[src/core/mspd_pkg.sv]
// Constants and types for the mode switch press decoder.
// Assumes a single 10 MHz system clock; all times stay millisecond counts here.
// What this block does
// - Hold between two and ten seconds reboots into serial configuration mode.
// - Ready LED blinks while the mode button stays pressed.
// - Ready LED stays off throughout serial configuration mode once booted.
// - Reset switch held two seconds leaves configuration mode.
// - A completed configuration save also leaves configuration mode.
// - Hold under two seconds then release gives hardware reset to normal.
// - Ready LED blinks after short-press reset completes and normal runs.
// - Hold over ten seconds restores factory defaults then reboots, with no hardware reset pulse.
// - Past ten seconds, ready LED flashes three times per second.
// - Ready LED blinks after factory reload and reboot.
// - LEDs return to ordinary patterns once normal operation resumes.
// - Socket bridge mode passes socket data unchanged to serial and back.
// - After console-length release, ready LED blinks about five seconds.
// - First serial indicator lit continuously during configuration mode.
package mspd_pkg;
    localparam int unsigned CLK_HZ = 10_000_000;
    localparam int unsigned MS_PER_S = 1000;
    localparam int unsigned CYC_PER_MS = CLK_HZ / MS_PER_S;
    localparam int unsigned CONSOLE_MIN_MS = 2000;
    localparam int unsigned DEFAULTS_MIN_MS = 10000;
    localparam int unsigned EXIT_HOLD_MS = 2000;
    localparam int unsigned REBOOT_MS = 5000;
    localparam int unsigned DEBOUNCE_MS = 20;
    localparam int unsigned SLOW_HALF_MS = 250;
    // Three flashes per second: one period is 333 ms, half rounded down
    localparam int unsigned FAST_HALF_MS = 166;
    localparam int unsigned MS_W = 16;
    localparam logic [MS_W-1:0] CONSOLE_MIN = MS_W'(CONSOLE_MIN_MS);
    localparam logic [MS_W-1:0] DEFAULTS_MIN = MS_W'(DEFAULTS_MIN_MS);
    localparam logic [MS_W-1:0] EXIT_HOLD = MS_W'(EXIT_HOLD_MS);
    localparam logic [MS_W-1:0] REBOOT_LEN = MS_W'(REBOOT_MS);
    localparam logic [MS_W-1:0] DEBOUNCE_LEN = MS_W'(DEBOUNCE_MS);
    localparam logic [MS_W-1:0] SLOW_HALF = MS_W'(SLOW_HALF_MS);
    localparam logic [MS_W-1:0] FAST_HALF = MS_W'(FAST_HALF_MS);
    localparam logic [MS_W-1:0] MS_ONE = 16'h0001;
    localparam logic [MS_W-1:0] MS_ZERO = 16'h0000;

    typedef enum logic [5:0] {
        MSPD_NORMAL   = 6'h01,
        MSPD_HELD     = 6'h02,
        MSPD_RESET    = 6'h04,
        MSPD_DEFAULTS = 6'h08,
        MSPD_REBOOT   = 6'h10,
        MSPD_CONSOLE  = 6'h20
    } mspd_state_t;
endpackage

[src/core/mspd_debounce.sv]
// Three-flop synchroniser and debounce filter for one push-button pin.
// Assumes a one-cycle millisecond tick from the parent.
`timescale 1ns/100ps
module mspd_debounce (
    input wire logic core_clk_in,
    input wire logic sys_rst_in,
    input wire logic ms_tick_in,
    input wire logic pin_in,
    output logic level_out
);
    import mspd_pkg::*;
    logic [2:0] sync_q;
    logic [mspd_pkg::MS_W-1:0] stable_q;
    wire agree = sync_q[1] == sync_q[2];
    wire differ = agree && (sync_q[2] != level_out);
    wire settled = stable_q >= DEBOUNCE_LEN;

    always_ff @(posedge core_clk_in or posedge sys_rst_in) begin
        if (sys_rst_in) begin
            sync_q <= 3'h0;
        end else begin
            sync_q <= {sync_q[1:0], pin_in};
        end
    end

    // Level must stay changed for the whole window before it is taken
    always_ff @(posedge core_clk_in or posedge sys_rst_in) begin
        if (sys_rst_in) begin
            stable_q <= MS_ZERO;
            level_out <= 1'b0;
        end else if (!differ) begin
            stable_q <= MS_ZERO;
        end else if (settled) begin
            level_out <= sync_q[2];
            stable_q <= MS_ZERO;
        end else if (ms_tick_in) begin
            stable_q <= stable_q + MS_ONE;
        end
    end
endmodule

[src/core/mspd_top.sv]
// Mode switch press decoder: times button holds and sequences LEDs.
// Assumes active-high pressed buttons and a firmware boot-done strobe.
`timescale 1ns/100ps
module mspd_top #(
    // Cycles per millisecond tick; a bench may shorten it
    parameter int unsigned TICK_CYCLES = mspd_pkg::CYC_PER_MS
) (
    input wire logic core_clk_in,
    input wire logic sys_rst_in,
    input wire logic mode_btn_in,
    input wire logic reset_sw_in,
    input wire logic boot_done_in,
    input wire logic cfg_saved_in,
    input wire logic [7:0] socket_rx_data_in,
    input wire logic socket_rx_valid_in,
    input wire logic [7:0] serial_rx_data_in,
    input wire logic serial_rx_valid_in,
    output logic hw_reset_out,
    output logic load_defaults_out,
    output logic console_mode_out,
    output logic socket_bridge_mode_out,
    output logic ready_led_out,
    output logic first_serial_indicator_out,
    output logic [7:0] serial_tx_data_out,
    output logic serial_tx_valid_out,
    output logic [7:0] socket_tx_data_out,
    output logic socket_tx_valid_out
);
    import mspd_pkg::*;

    logic [13:0] pre_q;
    logic ms_tick_q;
    logic btn_lvl;
    logic sw_lvl;
    logic btn_prev_q;
    logic [MS_W-1:0] hold_q;
    logic [MS_W-1:0] sw_q;
    logic [MS_W-1:0] reb_q;
    logic [MS_W-1:0] blink_q;
    logic blink_q_led;
    logic to_console_q;
    logic booting_q;
    mspd_state_t state_q;
    mspd_state_t state_d;

    wire pre_wrap = pre_q == 14'(TICK_CYCLES - 1);
    wire released = btn_prev_q && !btn_lvl;
    wire pressed = !btn_prev_q && btn_lvl;
    wire band_fast = hold_q > DEFAULTS_MIN;
    wire band_console = hold_q >= CONSOLE_MIN && !band_fast;
    // Fast rate only during the hold; the stale hold time must not linger
    wire fast_blink = band_fast && state_q == MSPD_HELD;
    wire [MS_W-1:0] half = fast_blink ? FAST_HALF : SLOW_HALF;
    wire sw_exit = sw_q >= EXIT_HOLD;
    wire reb_over = reb_q >= REBOOT_LEN;
    wire in_console = state_q == MSPD_CONSOLE;

    mspd_debounce u_btn (
        .core_clk_in(core_clk_in),
        .sys_rst_in(sys_rst_in),
        .ms_tick_in(ms_tick_q),
        .pin_in(mode_btn_in),
        .level_out(btn_lvl)
    );
    mspd_debounce u_sw (
        .core_clk_in(core_clk_in),
        .sys_rst_in(sys_rst_in),
        .ms_tick_in(ms_tick_q),
        .pin_in(reset_sw_in),
        .level_out(sw_lvl)
    );

    always_ff @(posedge core_clk_in or posedge sys_rst_in) begin
        if (sys_rst_in) begin
            pre_q <= 14'h0000;
            ms_tick_q <= 1'b0;
        end else begin
            pre_q <= pre_wrap ? 14'h0000 : pre_q + 14'h0001;
            ms_tick_q <= pre_wrap;
        end
    end

    // Action is chosen only at release, so a long hold never fires early
    always_comb begin
        state_d = state_q;
        case (state_q)
            MSPD_NORMAL: begin
                if (pressed) begin
                    state_d = MSPD_HELD;
                end
            end
            MSPD_HELD: begin
                if (released && band_fast) begin
                    state_d = MSPD_DEFAULTS;
                end else if (released && band_console) begin
                    state_d = MSPD_REBOOT;
                end else if (released) begin
                    state_d = MSPD_RESET;
                end
            end
            MSPD_RESET: state_d = MSPD_REBOOT;
            MSPD_DEFAULTS: state_d = MSPD_REBOOT;
            MSPD_REBOOT: begin
                if (boot_done_in && reb_over) begin
                    state_d = to_console_q ? MSPD_CONSOLE : MSPD_NORMAL;
                end
            end
            MSPD_CONSOLE: begin
                if (sw_exit || cfg_saved_in) begin
                    state_d = MSPD_RESET;
                end
            end
            default: state_d = MSPD_NORMAL;
        endcase
    end

    always_ff @(posedge core_clk_in or posedge sys_rst_in) begin
        if (sys_rst_in) begin
            state_q <= MSPD_NORMAL;
            btn_prev_q <= 1'b0;
            to_console_q <= 1'b0;
        end else begin
            state_q <= state_d;
            btn_prev_q <= btn_lvl;
            if (state_q == MSPD_HELD && released) begin
                to_console_q <= band_console;
            end else if (in_console && state_d != MSPD_CONSOLE) begin
                to_console_q <= 1'b0;
            end
        end
    end

    // Hold timer saturates so very long presses stay in the top band
    always_ff @(posedge core_clk_in or posedge sys_rst_in) begin
        if (sys_rst_in) begin
            hold_q <= MS_ZERO;
            sw_q <= MS_ZERO;
            reb_q <= MS_ZERO;
        end else begin
            if (pressed) begin
                hold_q <= MS_ZERO;
            end else if (btn_lvl && ms_tick_q && !(&hold_q)) begin
                hold_q <= hold_q + MS_ONE;
            end
            if (!sw_lvl || !in_console) begin
                sw_q <= MS_ZERO;
            end else if (ms_tick_q && !sw_exit) begin
                sw_q <= sw_q + MS_ONE;
            end
            if (state_q != MSPD_REBOOT) begin
                reb_q <= MS_ZERO;
            end else if (ms_tick_q && !reb_over) begin
                reb_q <= reb_q + MS_ONE;
            end
        end
    end

    always_ff @(posedge core_clk_in or posedge sys_rst_in) begin
        if (sys_rst_in) begin
            blink_q <= MS_ZERO;
            blink_q_led <= 1'b0;
        end else if (ms_tick_q) begin
            if (blink_q >= half - MS_ONE) begin
                blink_q <= MS_ZERO;
                blink_q_led <= !blink_q_led;
            end else begin
                blink_q <= blink_q + MS_ONE;
            end
        end
    end

    // Normal running shows a slow blink as the ordinary ready pattern
    wire led_d = in_console ? 1'b0 : blink_q_led;

    always_ff @(posedge core_clk_in or posedge sys_rst_in) begin
        if (sys_rst_in) begin
            hw_reset_out <= 1'b0;
            load_defaults_out <= 1'b0;
            console_mode_out <= 1'b0;
            socket_bridge_mode_out <= 1'b0;
            ready_led_out <= 1'b0;
            first_serial_indicator_out <= 1'b0;
            booting_q <= 1'b0;
        end else begin
            hw_reset_out <= state_q == MSPD_RESET;
            load_defaults_out <= state_q == MSPD_DEFAULTS;
            console_mode_out <= in_console;
            socket_bridge_mode_out <= state_q == MSPD_NORMAL;
            ready_led_out <= led_d;
            first_serial_indicator_out <= in_console;
            booting_q <= state_q == MSPD_REBOOT;
        end
    end

    // Bridge passes bytes unchanged, only while running normally
    always_ff @(posedge core_clk_in or posedge sys_rst_in) begin
        if (sys_rst_in) begin
            serial_tx_data_out <= 8'h00;
            serial_tx_valid_out <= 1'b0;
            socket_tx_data_out <= 8'h00;
            socket_tx_valid_out <= 1'b0;
        end else begin
            serial_tx_data_out <= socket_rx_data_in;
            serial_tx_valid_out <= socket_rx_valid_in && !booting_q
                && state_q == MSPD_NORMAL;
            socket_tx_data_out <= serial_rx_data_in;
            socket_tx_valid_out <= serial_rx_valid_in && !booting_q
                && state_q == MSPD_NORMAL;
        end
    end
endmodule

[config.mk]
export PLATFORM = sky130hd
export DESIGN_NAME = mspd_top
export DESIGN_NICKNAME = d
export VERILOG_FILES = /design/src/core/mspd_pkg.sv /design/src/core/mspd_debounce.sv /design/src/core/mspd_top.sv
export SDC_FILE = /design/constraint.sdc
export NUM_CORES = 1
export LEC_CHECK = 0
export BUFFER_PORTS_ARGS = -buffer_cell sky130_fd_sc_hd__buf_2
export CAP_MARGIN = 10
export CORE_MARGIN = 1.5
export CORE_UTILIZATION = 29
export CTS_CLUSTER_DIAMETER = 80
export DETAILED_ROUTE_END_ITERATION = 6
export PLACE_DENSITY = 0.5
export SETUP_SLACK_MARGIN = 0.4
export SYNTH_ARGS = -nofsm -noshare
export SYNTH_HDL_FRONTEND = slang
export SYNTH_SLANG_ARGS = --single-unit
[constraint.sdc]
create_clock -name core_clk_in -period 8.65 [get_ports core_clk_in]
set_input_delay 2.595 -clock core_clk_in [delete_from_list [all_inputs] [get_ports core_clk_in]]
set_output_delay 2.595 -clock core_clk_in [all_outputs]
set_load 0.01 [all_outputs]
## After elaboration in Yosys (flattened, before gate mapping)

Index checks and enable logic that the tools add are counted.
W data, S select, Z words.

| operators by class | value |
|---|---|
| mux-type cells | 26 |
| reductions and logical operators | 40 |
| eq/ne operators | 15 |
| add/sub/neg operators | 8 |
| magnitude comparators | 7 |

Operator list:

| cell | number |
|---|---|
| $mux W16 | 13 |
| $add A16 B1 Y16 const B | 6 |
| $mux W6 | 7 |
| $ge A16 B11 Y1 const B | 2 |
| $ge A16 B5 Y1 const B | 2 |
| $pmux W6 S5 | 1 |
| $logic_and A1 B1 Y1 | 19 |
| $ge A16 B13 Y1 const B | 1 |
| $ge A16 B16 Y1 | 1 |
| $gt A16 B14 Y1 const B | 1 |
| $reduce_and A16 Y1 | 1 |
| $add A14 B1 Y14 const B | 1 |
| $eq A14 B14 Y1 const B | 1 |
| $mux W14 | 1 |
| $logic_not A1 Y1 | 10 |
| $sub A8 B1 Y9 const B | 1 |
| $reduce_bool A2 Y1 | 4 |
| $mux W7 | 1 |
| $eq A6 B1 Y1 const B | 1 |
| $eq A6 B2 Y1 const B | 1 |
| $eq A6 B3 Y1 const B | 1 |
| $eq A6 B4 Y1 const B | 1 |
| $eq A6 B5 Y1 const B | 1 |
| $eq A6 B6 Y1 const B | 1 |
| other kinds (9) | 17 |

| word-level totals | value |
|---|---|
| word-level logic and storage cells | 122 |
| input bits | 24 |
| register bits after elaboration | 152 |

## Longest topological paths before layout

| depth | value |
|---|---|
| word-level depth | 11 |
| mapped depth | 12 |
| depth with buffers taken out | 11 |

## Hierarchy

Synthesis repeated with hierarchy kept, for this count alone.

| second synthesis, totals | value |
|---|---|
| cells, all modules | 625 |
| area, all modules | 6781.5 µm² |

Modules (own cells, without submodules):

| module | cells each | seq. area each (µm²) | times used | area each (µm²) |
|---|---|---|---|---|
| mspd_top | 521 | 2803.9 | 1 | 5282.6 |
| mspd_debounce | 52 | 500.5 | 2 | 749.5 |

## Worst setup path after synthesis

No wires, ideal clock.

| path | value |
|---|---|
| path type | reg2out |
| from | register first_serial_indicator_out |
| to | output first_serial_indicator_out |
| stages on the path, launching flop included | 2 |
| path buffers | 1 |
| slack | 5516 ps |
| data arrival time | 539 ps |
| data required time | 6055 ps |
| cells stage by stage | dfrtp_1 -> buf_4 |

RTL lines:

| element | line | text |
|---|---|---|
| start, declared | mspd_top.sv:23 | `output logic first_serial_indicator_out,` |
| start signal, assigned | mspd_top.sv:190 | `first_serial_indicator_out <= in_console;` |

No word-level cell between the ends.

==> flow_summary.yaml <==
synth:
  synthSimpleGateAreaFrac_pct: 20.3
  synth_top_family_by_area: "simple AND/OR/NAND/NOR gates"
  synthMuxAreaShare_pct: 0.957
  synth-compound-area-share_pct: 7.37
  syn_area_um2: 6540
  synth_ff_type: "dfrtp_1"
  yosys_warnings: 0
  synth.ff_latch_count: 152
  synth_fa_ha_area_share_pct: 3.44
  seq_area_frac_synth_pct: 58.2
  synth_edf_count: 0
  synth_cells: 599
  synthXorXnorAreaFrac_pct: 7.23
  avgSynthCellArea_um2: 10.9
  synth_cell_types: 55
  synthArstFlopShare_pct: 100
setup_path:
  worstSetupStartpointType: "input pin"
  cp_top_family: "buffers and inverters"
  ff2ff_setup_slack_ps: 5500
  cp_max_fo: 83
  crit_buf_inv: 3
  critPathMaxStageDelay_ps: 800
  arrival_ps: 4170
  critPathKind: "in2async"
  worstPathCellList: "buf_2 -> inv_6 -> buf_4"
  cp.required_ps: 9080
  crit_path_end_kind: "asynchronous set/reset pin"
  slowest_stage: "buf_4"
route:
  dr.pass1.iters: 7
  drt_iter0_drc: 227
  routed_wl_mm: 12.5
  via_per_inst: 4.69
  num_vias: 4543
  drc: 5
  wl_per_cell_um: 12.9
  antenna_left: 0
clocking:
  cts_num_sinks: 152
  cts_setup_buffers: 0
  cts_tree: "built"
  cts_made_buffers: 17
  h-tree-depth: 4
  cts_resized: 0
  ctsHoldBuffers: 0
  clkTransAtPathRegs_ps: 60
  root_buffer: "clkbuf_16"
  clock_path_buffers: 2
  clk-insertion-delay-late_ps: 420
pwr:
  powerDensity_nw_per_um2: 198
  p_leak_nw: 3.39
  ir_drop_v: 0.000112
  power_mw: 1.53
final_layout:
  final_cell_mix: "dfrtp_1 (151), nor2_1 (82), buf_2 (47)"
  fin_util_pct: 35.0
  final_cells: 968
  drive_above_1_share_pct: 13.8
  n_antenna_cell: 0
  fin_nets: 717
  syn_to_final_growth_pct: 17.7
  final_common_cell: "dfrtp_1"
timing:
  finalHoldViolations: 0
  fin_crit_sh_pct: 43.3
  fmax_mhz: 267
  finalSetupTns_ps: 0
  slew_violations: 0
  relSlewSlack_pct: 31.0
  setup_violations: 0
  clock_skew_ps: 10.9
  final.min_clock_period_ps: 3740
  worstMarginPinSlew_ps: 1030
  rsz0062_at_grt: "no"
grt:
  grt_usage_pct: 11.5
  grt_overflow: 0
  first_global_vias: 4617
  antenna_found_initial: 0
  grt_max_degree: 84
  grt_pass1_wl_mm: 21.8
worst_hold_path:
  hp-class: "reg2reg"
die:
  die_width_um: 153
  rows: 54
  coreArea_um2: 22000
  fp.dieH_um: 153
  start_util_pct: 29.8
  die_area_um2: 23500
  io_pins: 48
status:
  failed_checks: "design-rule violations"
  status: "finished, violations left"
placement:
  dp_hpwl_mm: 8.35
  gp_congestion: 0.778
  port_buffers: 47
  dp.cells: 936
flow_run:
  drv_cap: 0
-- synth_stat cells (all sizes together), types with 4 or more instances --
master | number | area [um^2]
and3 | 17 | 106
mux2i | 4 | 40.0
nor4 | 13 | 93.8
a21oi | 11 | 55.1
dfrtp | 151 | 3780
xor2 | 22 | 193
o21ai | 26 | 130
and4 | 6 | 52.6
xnor2 | 32 | 280
nor2 | 82 | 308
and2 | 8 | 52.6
nand4 | 18 | 113
clkbuf | 6 | 22.5
nor3 | 23 | 125
or3 | 5 | 31.3
o211ai | 5 | 42.5
a211oi | 5 | 37.5
inv | 25 | 93.8
nor2b | 9 | 56.3
buf | 6 | 43.8
nand2 | 35 | 131
nor3b | 4 | 30.0
nand3 | 24 | 120
ha | 18 | 225
a22o | 6 | 52.6
a31oi | 7 | 43.8
-- logic make-up after synthesis --
group,Yosys count
fa+ha+maj,18
flops,152
xor+xnor,54
compound gates,73
simple gates,258
buf+inv,37
mux,6
other cells,1
-- stage by stage --
| step | area (um^2) | setup WS [ps] | hold slack (ps) |
|---|---|---|---|
| after floorplan | 6620 | 1960 | 331 |
| after global placement | 7150 | 4450 | 343 |
| after detailed placement | 7150 | 4380 | 336 |
| after CTS | 7690 | 4820 | 347 |
| after global routing | 7690 | 4640 | 361 |
| final | 7690 | 4910 | 346 |
-- metal layers --
layer | global-route usage [%] | wire [um] | vias up
met1 | 14.3 | 5670 | 2221
met4 | 4.58 | 177 | 0
li1 | - | - | 2210
met2 | 19.0 | 6270 | 93
met5 | 0 | 0 | -
met3 | 2.78 | 400 | 19
-- power by group --
part / switching [mW] / internal, mW / total (mW)
clock network: 0.315 / 0.373 / 0.688
logic: 0.0527 / 0.0315 / 0.0842
registers: 0.0172 / 0.737 / 0.754
total: 0.385 / 1.14 / 1.53
-- flip-flops by register name, summed over array words and instances (netlist names), 3 cells and up --
register	cells
socket_tx_data_out	8
blink_q	16
hold_q	16
sw_q	16
u_btn.sync_q	3
u_sw.stable_q	16
u_sw.sync_q	3
u_btn.stable_q	16
state_q	6
pre_q	14
reb_q	16
serial_tx_data_out	8
-- worst register-to-register path, stage by stage, from the launching register on --
cell and delay [ps]:
dfrtp_1 450, nor4_1 470, nand3_1 160, o211ai_1 190, o21a_1 260, and2_1 240, ha_1 270, a21o_1 180
a31oi_1 190, o211ai_2 200, nor2_1 280, mux2_2 210
-- area by class of cell --
class / instances / area (um^2)
Fill cell: 2146 / 14300
Sequential cell: 152 / 3800
Multi-Input combinational cell: 431 / 2650
Clock buffer: 18 / 429
Tap cell: 280 / 350
Timing Repair Buffer: 48 / 243
Clock inverter: 14 / 115
Inverter: 25 / 98.8
-- worst paths after layout --
check / start / end / cells past startpoint
worst min register to register: u_btn.sync_q[0] / u_btn.sync_q[1] / 0
worst max-delay path: sys_rst_in / hold_q[14] / 3
max in group core_clk_in: serial_tx_data_out[0] / serial_tx_data_out[0] / 1
worst min-delay path: u_btn.sync_q[0] / u_btn.sync_q[1] / 0
min in group asynchronous: sys_rst_in / socket_tx_data_out[3] / 2
worst max register to register: hold_q[11] / blink_q[0] / 11
Note: power is estimated with default switching activity, not from simulation.
